File: src/trxe_pkg.sv
package trxe_pkg;

    localparam int unsigned PTR_W = 21;
    localparam int unsigned PM_W = 16;
    localparam int unsigned DATA_W = 8;
    localparam int unsigned BANK_W = 4;
    localparam int unsigned FILE_AW = 12;
    localparam int unsigned REG_AW = 8;

    // Register byte offsets
    localparam logic [7:0] OFF_INSTR = 8'h00;
    localparam logic [7:0] OFF_STATUS = 8'h04;
    localparam logic [7:0] OFF_WREG = 8'h08;
    localparam logic [7:0] OFF_PTR = 8'h0C;
    localparam logic [7:0] OFF_LATCH = 8'h10;
    localparam logic [7:0] OFF_BANK = 8'h14;
    localparam logic [7:0] OFF_CTRL = 8'h18;
    localparam logic [7:0] OFF_INDEX = 8'h1C;

    // Status and control bit positions
    localparam int unsigned ST_BUSY_BIT = 0;
    localparam int unsigned ST_NEG_BIT = 1;
    localparam int unsigned ST_ZERO_BIT = 2;
    localparam int unsigned ST_BADOP_BIT = 3;
    localparam int unsigned ST_DROP_BIT = 4;
    localparam int unsigned CTRL_EXT_BIT = 0;

    // Opcode fields
    localparam logic [13:0] TB_OPCODE = 14'h0002;
    localparam logic [5:0] XOR_OPCODE = 6'h06;
    localparam int unsigned OP_DEST_BIT = 9;
    localparam int unsigned OP_BANKED_BIT = 8;

    // Access bank split: addresses up to this value sit in the low page
    localparam logic [7:0] ACCESS_LOW_LAST = 8'h5F;
    localparam logic [3:0] ACCESS_HIGH_PAGE = 4'hF;

    // Reset values and pointer step
    localparam logic [20:0] PTR_RESET = 21'h000000;
    localparam logic [7:0] BYTE_RESET = 8'h00;
    localparam logic [20:0] PTR_STEP = 21'h000001;

    localparam logic [1:0] RESP_OKAY = 2'h0;
    localparam logic [1:0] RESP_SLVERR = 2'h2;

    typedef enum logic [1:0] {
        MODE_KEEP = 2'h0,
        MODE_POST_INC = 2'h1,
        MODE_POST_DEC = 2'h2,
        MODE_PRE_INC = 2'h3
    } trxe_mode_e;

    typedef enum logic [2:0] {
        ST_IDLE = 3'h0,
        ST_PRE = 3'h1,
        ST_READ = 3'h3,
        ST_XRD = 3'h2
    } trxe_state_e;

    typedef struct packed {
        logic req;
        logic [PTR_W-2:0] word_addr;
    } trxe_pm_req_s;

    typedef struct packed {
        logic rd;
        logic we;
        logic [FILE_AW-1:0] addr;
        logic [DATA_W-1:0] wdata;
    } trxe_df_req_s;

endpackage
File: src/trxe_core.sv
`timescale 1ns/100ps
module trxe_core (
    input wire logic sys_clk,
    input wire logic reset_n,
    input wire logic [7:0] s_axi_awaddr,
    input wire logic s_axi_awvalid,
    output logic s_axi_awready,
    input wire logic [31:0] s_axi_wdata,
    input wire logic [3:0] s_axi_wstrb,
    input wire logic s_axi_wvalid,
    output logic s_axi_wready,
    output logic [1:0] s_axi_bresp,
    output logic s_axi_bvalid,
    input wire logic s_axi_bready,
    input wire logic [7:0] s_axi_araddr,
    input wire logic s_axi_arvalid,
    output logic s_axi_arready,
    output logic [31:0] s_axi_rdata,
    output logic [1:0] s_axi_rresp,
    output logic s_axi_rvalid,
    input wire logic s_axi_rready,
    output trxe_pkg::trxe_pm_req_s pm_req,
    input wire logic pm_ack,
    input wire logic [15:0] pm_rdata,
    output trxe_pkg::trxe_df_req_s df_req,
    input wire logic [7:0] df_rdata
);
    trxe_pkg::trxe_state_e state;
    trxe_pkg::trxe_state_e next_state;
    logic [7:0] aw_addr;
    logic [31:0] w_data;
    logic [3:0] w_strb;
    logic [15:0] instr;
    logic [7:0] wreg;
    logic [7:0] next_wreg;
    logic [20:0] ptr;
    logic [20:0] next_ptr;
    logic [7:0] latch;
    logic [3:0] bank;
    logic ext_en;
    logic [11:0] index_base;
    logic neg;
    logic zero;
    logic bad_op;
    logic dropped;
    logic [11:0] eff_addr;

    function automatic logic [31:0] merge(input logic [31:0] old, input logic [31:0] val, input logic [3:0] strb);
        logic [31:0] mask;
        mask = {{8{strb[3]}}, {8{strb[2]}}, {8{strb[1]}}, {8{strb[0]}}};
        return (old & ~mask) | (val & mask);
    endfunction

    // Bus decode
    wire wr_fire = ~s_axi_awready & ~s_axi_wready & ~s_axi_bvalid;
    wire rd_fire = s_axi_arvalid & s_axi_arready;
    wire sel_instr = wr_fire && (aw_addr == trxe_pkg::OFF_INSTR);
    wire sel_status = wr_fire && (aw_addr == trxe_pkg::OFF_STATUS);
    wire sel_wreg = wr_fire && (aw_addr == trxe_pkg::OFF_WREG);
    wire sel_ptr = wr_fire && (aw_addr == trxe_pkg::OFF_PTR);
    wire sel_latch = wr_fire && (aw_addr == trxe_pkg::OFF_LATCH);
    wire sel_bank = wr_fire && (aw_addr == trxe_pkg::OFF_BANK);
    wire sel_ctrl = wr_fire && (aw_addr == trxe_pkg::OFF_CTRL);
    wire sel_index = wr_fire && (aw_addr == trxe_pkg::OFF_INDEX);
    wire wr_mapped = sel_instr | sel_status | sel_wreg | sel_ptr | sel_latch | sel_bank | sel_ctrl | sel_index;

    wire [31:0] instr_wr = merge({16'h0000, instr}, w_data, w_strb);
    wire [31:0] wreg_wr = merge({24'h000000, wreg}, w_data, w_strb);
    wire [31:0] ptr_wr = merge({11'h000, ptr}, w_data, w_strb);
    wire [31:0] bank_wr = merge({28'h0000000, bank}, w_data, w_strb);
    wire [31:0] ctrl_wr = merge({31'h00000000, ext_en}, w_data, w_strb);
    wire [31:0] index_wr = merge({20'h00000, index_base}, w_data, w_strb);
    wire clr_bad = sel_status && w_strb[0] && w_data[trxe_pkg::ST_BADOP_BIT];
    wire clr_drop = sel_status && w_strb[0] && w_data[trxe_pkg::ST_DROP_BIT];

    // Instruction decode
    wire busy = state != trxe_pkg::ST_IDLE;
    wire [15:0] new_op = instr_wr[15:0];
    wire is_tb = new_op[15:2] == trxe_pkg::TB_OPCODE;
    wire is_xor = new_op[15:10] == trxe_pkg::XOR_OPCODE;
    wire start_ok = sel_instr && !busy;
    wire tb_start = start_ok && is_tb;
    wire xr_start = start_ok && is_xor;
    wire bad_start = start_ok && !is_tb && !is_xor;
    wire drop_start = sel_instr && busy;
    wire [1:0] new_mode = new_op[1:0];
    wire [1:0] cur_mode = instr[1:0];
    wire dest_file = instr[trxe_pkg::OP_DEST_BIT];
    wire tb_done = (state == trxe_pkg::ST_READ) && pm_ack;
    wire [7:0] byte_sel = ptr[0] ? pm_rdata[15:8] : pm_rdata[7:0];
    wire [7:0] xor_res = wreg ^ df_rdata;
    wire res_neg = xor_res[7];
    wire res_zero = xor_res == 8'h00;

    trxe_file_addr u_file_addr (
        .file_sel(new_op[7:0]),
        .banked(new_op[trxe_pkg::OP_BANKED_BIT]),
        .ext_en(ext_en),
        .bank(bank),
        .index_base(index_base),
        .file_addr(eff_addr)
    );

    always_comb
    begin
        next_state = state;
        case (state)
            trxe_pkg::ST_IDLE:
            begin
                if (tb_start)
                    next_state = (new_mode == trxe_pkg::MODE_PRE_INC) ? trxe_pkg::ST_PRE : trxe_pkg::ST_READ;
                else if (xr_start)
                    next_state = trxe_pkg::ST_XRD;
            end
            trxe_pkg::ST_PRE: next_state = trxe_pkg::ST_READ;
            trxe_pkg::ST_READ: if (pm_ack) next_state = trxe_pkg::ST_IDLE;
            trxe_pkg::ST_XRD: next_state = trxe_pkg::ST_IDLE;
            default: next_state = trxe_pkg::ST_IDLE;
        endcase
    end

    // Pointer update; the byte is taken at the same edge from the old value
    always_comb
    begin
        next_ptr = ptr;
        case (state)
            trxe_pkg::ST_IDLE: if (sel_ptr) next_ptr = ptr_wr[20:0];
            trxe_pkg::ST_PRE: next_ptr = ptr + trxe_pkg::PTR_STEP;
            trxe_pkg::ST_READ:
            begin
                if (pm_ack && cur_mode == trxe_pkg::MODE_POST_INC)
                    next_ptr = ptr + trxe_pkg::PTR_STEP;
                else if (pm_ack && cur_mode == trxe_pkg::MODE_POST_DEC)
                    next_ptr = ptr - trxe_pkg::PTR_STEP;
            end
            default: next_ptr = ptr;
        endcase
    end

    always_comb
    begin
        next_wreg = wreg;
        if (state == trxe_pkg::ST_XRD && !dest_file)
            next_wreg = xor_res;
        else if (sel_wreg && !busy)
            next_wreg = wreg_wr[7:0];
    end

    // Read data selection
    wire [7:0] ra = s_axi_araddr;
    wire rd_mapped = (ra == trxe_pkg::OFF_INSTR) || (ra == trxe_pkg::OFF_STATUS) || (ra == trxe_pkg::OFF_WREG) ||
                     (ra == trxe_pkg::OFF_PTR) || (ra == trxe_pkg::OFF_LATCH) || (ra == trxe_pkg::OFF_BANK) ||
                     (ra == trxe_pkg::OFF_CTRL) || (ra == trxe_pkg::OFF_INDEX);
    wire [31:0] status_word = {27'h0000000, dropped, bad_op, zero, neg, busy};
    wire [31:0] rd_word = (ra == trxe_pkg::OFF_INSTR) ? {16'h0000, instr} :
                          (ra == trxe_pkg::OFF_STATUS) ? status_word :
                          (ra == trxe_pkg::OFF_WREG) ? {24'h000000, wreg} :
                          (ra == trxe_pkg::OFF_PTR) ? {11'h000, ptr} :
                          (ra == trxe_pkg::OFF_LATCH) ? {24'h000000, latch} :
                          (ra == trxe_pkg::OFF_BANK) ? {28'h0000000, bank} :
                          (ra == trxe_pkg::OFF_CTRL) ? {31'h00000000, ext_en} :
                          (ra == trxe_pkg::OFF_INDEX) ? {20'h00000, index_base} : 32'h00000000;

    // Write channels
    always_ff @(posedge sys_clk)
    begin
        if (!reset_n)
        begin
            s_axi_awready <= 1'b1;
            s_axi_wready <= 1'b1;
            s_axi_bvalid <= 1'b0;
            s_axi_bresp <= trxe_pkg::RESP_OKAY;
            aw_addr <= 8'h00;
            w_data <= 32'h00000000;
            w_strb <= 4'h0;
        end
        else
        begin
            if (s_axi_awvalid && s_axi_awready)
            begin
                s_axi_awready <= 1'b0;
                aw_addr <= s_axi_awaddr;
            end
            if (s_axi_wvalid && s_axi_wready)
            begin
                s_axi_wready <= 1'b0;
                w_data <= s_axi_wdata;
                w_strb <= s_axi_wstrb;
            end
            if (wr_fire)
            begin
                s_axi_bvalid <= 1'b1;
                s_axi_bresp <= wr_mapped ? trxe_pkg::RESP_OKAY : trxe_pkg::RESP_SLVERR;
            end
            if (s_axi_bvalid && s_axi_bready)
            begin
                s_axi_bvalid <= 1'b0;
                s_axi_awready <= 1'b1;
                s_axi_wready <= 1'b1;
            end
        end
    end

    // Read channel
    always_ff @(posedge sys_clk)
    begin
        if (!reset_n)
        begin
            s_axi_arready <= 1'b1;
            s_axi_rvalid <= 1'b0;
            s_axi_rdata <= 32'h00000000;
            s_axi_rresp <= trxe_pkg::RESP_OKAY;
        end
        else if (rd_fire)
        begin
            s_axi_arready <= 1'b0;
            s_axi_rvalid <= 1'b1;
            s_axi_rdata <= rd_word;
            s_axi_rresp <= rd_mapped ? trxe_pkg::RESP_OKAY : trxe_pkg::RESP_SLVERR;
        end
        else if (s_axi_rvalid && s_axi_rready)
        begin
            s_axi_arready <= 1'b1;
            s_axi_rvalid <= 1'b0;
        end
    end

    // Configuration and sticky flags; a new event beats a clear
    always_ff @(posedge sys_clk)
    begin
        if (!reset_n)
        begin
            bank <= 4'h0;
            ext_en <= 1'b0;
            index_base <= 12'h000;
            bad_op <= 1'b0;
            dropped <= 1'b0;
            instr <= 16'h0000;
        end
        else
        begin
            if (sel_bank) bank <= bank_wr[3:0];
            if (sel_ctrl) ext_en <= ctrl_wr[trxe_pkg::CTRL_EXT_BIT];
            if (sel_index) index_base <= index_wr[11:0];
            if (start_ok) instr <= new_op;
            bad_op <= bad_start | (bad_op & ~clr_bad);
            dropped <= drop_start | (dropped & ~clr_drop);
        end
    end

    // Sequencer and data path
    always_ff @(posedge sys_clk)
    begin
        if (!reset_n)
        begin
            state <= trxe_pkg::ST_IDLE;
            ptr <= trxe_pkg::PTR_RESET;
            wreg <= trxe_pkg::BYTE_RESET;
            latch <= trxe_pkg::BYTE_RESET;
            neg <= 1'b0;
            zero <= 1'b0;
            pm_req <= '0;
            df_req <= '0;
        end
        else
        begin
            state <= next_state;
            ptr <= next_ptr;
            wreg <= next_wreg;
            pm_req.req <= next_state == trxe_pkg::ST_READ;
            pm_req.word_addr <= next_ptr[20:1];
            if (tb_done) latch <= byte_sel;
            df_req.rd <= next_state == trxe_pkg::ST_XRD;
            df_req.we <= (state == trxe_pkg::ST_XRD) && dest_file;
            if (xr_start) df_req.addr <= eff_addr;
            if (state == trxe_pkg::ST_XRD)
            begin
                df_req.wdata <= xor_res;
                neg <= res_neg;
                zero <= res_zero;
            end
        end
    end
endmodule

File: src/trxe_file_addr.sv
`timescale 1ns/100ps
module trxe_file_addr (
    input wire logic [7:0] file_sel,
    input wire logic banked,
    input wire logic ext_en,
    input wire logic [3:0] bank,
    input wire logic [11:0] index_base,
    output logic [11:0] file_addr
);
    wire low_page = file_sel <= trxe_pkg::ACCESS_LOW_LAST;
    wire [11:0] indexed = index_base + {4'h0, file_sel};
    wire [11:0] access = low_page ? {4'h0, file_sel} : {trxe_pkg::ACCESS_HIGH_PAGE, file_sel};

    assign file_addr = banked ? {bank, file_sel} :
                       (ext_en && low_page) ? indexed : access;
endmodule

File: config.mk
export PLATFORM = sky130hd
export DESIGN_NAME = trxe_core
export DESIGN_NICKNAME = d
export VERILOG_FILES = /design/src/trxe_pkg.sv /design/src/trxe_core.sv /design/src/trxe_file_addr.sv
export SDC_FILE = /design/constraint.sdc
export NUM_CORES = 1
export LEC_CHECK = 0
export ABC_AREA = 1
export BUFFER_PORTS_ARGS = -buffer_cell sky130_fd_sc_hd__buf_4
export CAP_MARGIN = 10
export CELL_PAD_IN_SITES_DETAIL_PLACEMENT = 0
export CELL_PAD_IN_SITES_GLOBAL_PLACEMENT = 1
export CORE_ASPECT_RATIO = 0.75
export CORE_UTILIZATION = 44
export CTS_BUF_LIST = sky130_fd_sc_hd__clkbuf_8
export CTS_CLUSTER_DIAMETER = 200
export DETAILED_ROUTE_END_ITERATION = 8
export GPL_TIMING_DRIVEN = 1
export PLACE_DENSITY_LB_ADDON = 0.1
export SKIP_LAST_GASP = 1
export SYNTH_ARGS = -nofsm -noshare
export SYNTH_HDL_FRONTEND = slang
export SYNTH_SLANG_ARGS = --single-unit
File: constraint.sdc
create_clock -name sys_clk -period 6.1 [get_ports sys_clk]
set_input_delay 1.525 -clock sys_clk [delete_from_list [all_inputs] [get_ports sys_clk]]
set_output_delay 1.525 -clock sys_clk [all_outputs]
set_load 0.005 [all_outputs]
# Yosys cells after proc, flatten, opt, wreduce, memory -nomap -nowiden
# Cells that the tools add are included.
# word_totals
regBits,173
input_bits,84
out_inout_bits,84
word_cells,172
# classes
addsub,3
order_cmp,1
n_eq_ne,26
mux,29
n_bitwise,35
reduce_logical,49
# op_table
op,count
two-way mux 21 bit,7
two-way mux 12 bit,7
equality test 8 x 5 -> 1 bit (second input constant),8
one-hot mux 21 bit (3 select lines),1
bitwise AND 21 bit,2
equality test 8 x 4 -> 1 bit (second input constant),4
logical AND 1 bit,28
zero test 8 bit,3
two-way mux 8 bit,3
adder 21 x 1 -> 21 bit (second input constant),1
NOT 21 bit,1
OR 21 bit,1
subtractor 21 x 1 -> 21 bit (second input constant),1
bitwise AND 16 bit,1
equality test 8 x 3 -> 1 bit (second input constant),2
OR 16 bit,1
equality test 14 x 2 -> 1 bit (second input constant),1
adder 12 x 8 -> 12 bit,1
bitwise AND 12 bit,1
equality test 3 x 2 -> 1 bit (second input constant),4
OR 12 bit,1
OR 1 bit,10
two-way mux 3 bit,3
one-hot mux 3 bit (3 select lines),1
other kinds (23),50

# Longest topological paths before layout
# depth
word_depth,12
mapped_depth,18
depth_no_buf,16

# Modules after synthesis
# Synthesis repeated with hierarchy kept, for this count alone.
# unflattened
cells_unflattened,1404
area_unflattened_um2,9282.7
# by_module_without_submodules
mod,instances,cells_per_inst,area_per_inst_um2,seq_area_each_um2
trxe_core,1,1267,8511.9,3183.1
trxe_file_addr,1,137,770.7,0.0

# Worst setup path before layout
# No wires, ideal clock.
# synth_timing
path_kind,input -> register
startpoint,input port s_axi_araddr[0]
endpoint,register s_axi_rdata[0]
setup_ns,0.071
t_arrival_ns,2.568
slack_ns,3.461
cell_stages,10
path_buffers,1
path_cell_list,inv_1 > nand2_1 > nor3_2 > nand2_1 > inv_2 > buf_2 > nand2_1 > nand4_1 > nand2_1 > a21oi_1
# synth_between
elab_chain_cells,9
# synth_lines
element,line,text
from (decl),trxe_core.sv:15,"input wire logic [7:0] s_axi_araddr,"
equality test 8 x 5 -> 1 bit,trxe_core.sv:162,"(ra == trxe_pkg::OFF_INDEX) ? {20'h00000, index_base} : 32'h00000000;"
two-way mux 12 bit,trxe_core.sv:162,
two-way mux 12 bit,trxe_core.sv:161,"(ra == trxe_pkg::OFF_CTRL) ? {31'h00000000, ext_en} :"
two-way mux 12 bit,trxe_core.sv:160,"(ra == trxe_pkg::OFF_BANK) ? {28'h0000000, bank} :"
two-way mux 12 bit,trxe_core.sv:159,"(ra == trxe_pkg::OFF_LATCH) ? {24'h000000, latch} :"
two-way mux 21 bit,trxe_core.sv:158,"(ra == trxe_pkg::OFF_PTR) ? {11'h000, ptr} :"
two-way mux 21 bit,trxe_core.sv:157,"(ra == trxe_pkg::OFF_WREG) ? {24'h000000, wreg} :"
two-way mux 21 bit,trxe_core.sv:156,(ra == trxe_pkg::OFF_STATUS) ? status_word :
two-way mux 21 bit *,trxe_core.sv:155,"wire [31:0] rd_word = (ra == trxe_pkg::OFF_INSTR) ? {16'h0000, instr} :"
to (signal assigned),trxe_core.sv:218,s_axi_rdata <= rd_word;
to (decl),trxe_core.sv:18,"output logic [31:0] s_axi_rdata,"
# Mark *: on every way between the ends. The rest lies on a longest branch, timed or not.
# A chain may end at the register's enable or synchronous reset.

# Worst setup path in the final report
# layout_timing
startpoint,input port s_axi_arvalid
endpoint,register s_axi_rdata[15]
# layout_between
elab_chain_cells,1
# layout_lines
element,line,text
from (decl),trxe_core.sv:16,"input wire logic s_axi_arvalid,"
bitwise AND 1 bit,trxe_core.sv:56,wire rd_fire = s_axi_arvalid & s_axi_arready;
# No other way between the ends.

==> out/metrics.csv <==
stage,metric,value,unit
synthesis,synth.avg_cell_area,6.72,sq um
timing,grt_setup_unrepaired,false,
floorplanning,fp.dieH,126,um
clocking,clk_latency,470,ps
pwr,worst_ir_drop_vdd,0.000129,V
floorplanning,io_pins,168,
clocking,cts_buffers,17,
synthesis,synth-async-reset-ratio,0,%
setup_path,path_class,primary input to flop,
clocking,cts_setup_buffers,0,
floorplanning,start_util,44.9,%
clocking,cts.repair.resized,0,
timing,worst_pin_slew,1110,ps
drt,wl_met3,2.22,mm
synthesis,synthDistinctLibCells,45,
final_layout,final_common_cell,nand2_1,
job,cap_violations,0,
drt,num_vias,9149,
setup_path,crit_path_start_kind,primary input,
floorplanning,die_w,168,um
timing,holdWs,472,ps
pwr,combinationalPowerShare,13.8,%
global_route,grt_max_degree,114,
synthesis,synth_edf_count,0,
drt,first_pass_iters,6,
final_layout,final_cell_mix,"nand2_1, nor2_1, dfxtp_1, buf_4, o21ai_0",
pwr,total_power,2.18,mW
pwr,p_sw_share,31.3,%
synthesis,syn_inst,1350,
pwr,p_clk_share,34.9,%
clocking,tritoncts,built,
status,status,finished clean,
pwr,power.internal,1.50,mW
timing,hold_viol_final,0,
place,port_buffers,142,
timing,min_period,3240,ps
global_route,grt_usage,28.2,%
setup_path,worstPathMaxFanout,24,
timing,setup_viol,0,
timing,drv_slew,0,
floorplanning,dieArea,21200,sq um
drt,highest_layer,met4,
timing,slew_headroom,25.4,%
clocking,clkTransAtPathRegs,100,ps
setup_path,cp.required,6470,ps
global_route,grt_remaining_overflow,0,
synthesis,yosysSeqAreaShare,35.1,%
final_layout,drive_above_1_share,16.7,%
floorplanning,core,20200,sq um
timing,finalClockSkew,13.9,ps
timing,fin_setup_tns,0,ps
clocking,holdBufCountCts,0,
synthesis,synthesis.area,9070,sq um
clocking,h-tree-depth,4,
drt,wl_met2,11.9,mm
drt,vias_per_cell,5.36,
timing,fmax,0.309,GHz
synthesis,synth_warnings,0,
pwr,power.density,211,nW/um^2
clocking,root_buffer,clkbuf_8,
place,dpl.hpwl,22.4,mm
drt,ant_nets,0,
synthesis,synth_ff_type,dfxtp_1,
final_layout,antennaDiodeCount,0,
final_layout,nets,1530,
drt,drt-wirelength-per-cell,17.4,um
pwr,p_seq_share,51.3,%
global_route,grt_pass1_vias,8114,
drt,met1Wirelength,15.4,mm
floorplanning,rows,45,
drt,drc,0,
setup_path,worstPathArrival,3610,ps
pwr,p_leak,4.56,nW
setup_path,endpoint_kind,flop,
drt,drt_wl_total,29.7,mm
clocking,cts_buffer_depth,2,
place,routabilityCongestion,0.930,
timing,post-route-period-util,53.1,%
min_path,hold_path.class,flop to flop,
drt,first_iter_violations,901,
clocking,clock-sinks,159,
global_route,antenna_found_initial,1,
synthesis,synth_seq_cells,159,
global_route,grt_pass1_wl,46.1,mm
pwr,p_switching,0.684,mW
final_layout,syn_to_final_growth,14.3,%
final cells by class:
class | instances | area (sq um)
inverter | 159 | 597
sequential | 159 | 3180
timing repair buffer | 143 | 1070
tap | 258 | 323
multi-input combinational | 955 | 4820
clock inverter | 13 | 104
clock buffer | 19 | 262
fill | 2092 | 9850
layer usage:
metal / global-route usage, % / vias up
met2: 39.9 / 356
met1: 43.7 / 4185
met3: 5.52 / 16
li1: - / 4592
met4: 5.77 / 0
met5: 0 / -
worst paths after layout:
kind	start	endpoint	slack, ps	depth (start not counted)
min	s_axi_rdata[2]	s_axi_rdata[2]	470	2
max	s_axi_arvalid	s_axi_rdata[15]	2860	6
min reg2reg	s_axi_rdata[2]	s_axi_rdata[2]	470	2
max reg2reg	w_strb[0]	df_req[18]	3020	16
synth_stat cells (all sizes together) (4+ instances only):
master | instances | area share [%]
a211oi | 6 | 0.50
a21oi | 137 | 7.9
a31oi | 14 | 0.97
buf | 56 | 4.3
clkbuf | 34 | 1.4
clkinv | 5 | 0.21
dfxtp | 159 | 35
ha | 10 | 1.4
inv | 154 | 6.4
nand2 | 234 | 9.8
nand3 | 80 | 4.6
nand4 | 20 | 1.5
nor2 | 176 | 8.2
nor3 | 22 | 1.7
o211ai | 14 | 1.2
o21ai | 178 | 10
o221ai | 8 | 0.77
o22ai | 4 | 0.28
xnor2 | 5 | 0.48
xor2 | 23 | 2.2
metrics by stage:
| step | instances | worst slack [ps] | cell area, sq um | utilization (%) |
|---|---|---|---|---|
| 6_report | 1706 | 2860 | 10400 | 51.3 |
| 5_1_grt | 1706 | 2700 | 10400 | 51.3 |
| 4_1_cts | 1706 | 2900 | 10400 | 51.3 |
| 3_5_place_dp | 1674 | 2400 | 10000 | 49.5 |
| 3_3_place_gp | 1674 | 2390 | 10000 | 49.5 |
| 2_1_floorplan | 1363 | 3460 | 9120 | - |
kinds of logic after synthesis:
logic type / after synthesis / share of synthesized area (%)
AO/OA/AOI/OAI: 365 / 21.9
XOR/XNOR: 28 / 2.70
adder cells (fa/ha/maj): 11 / 1.60
buffers and inverters: 249 / 12.3
flip-flops: 159 / 35.1
other: 1 / 0.0414
AND/OR/NAND/NOR: 537 / 26.3
power by group through the flow:
stage | logic (mW) | clock network (mW) | registers (mW)
4_1_cts | 0.300 | 0.770 | 1.12
3_5_place_dp | 0.298 | 0 | 1.14
5_1_grt | 0.337 | 0.813 | 1.12
2_1_floorplan | 0.215 | 0 | 1.12
6_report | 0.302 | 0.761 | 1.12
3_3_place_gp | 0.297 | 0 | 1.14
critical path, stage by stage:
cell and delay [ps]:
buf_4 80, nand2_1 540, inv_1 910, o221ai_1 330, o211ai_1 160, inv_1 60
No activity file was read; power rests on OpenSTA's default activity.
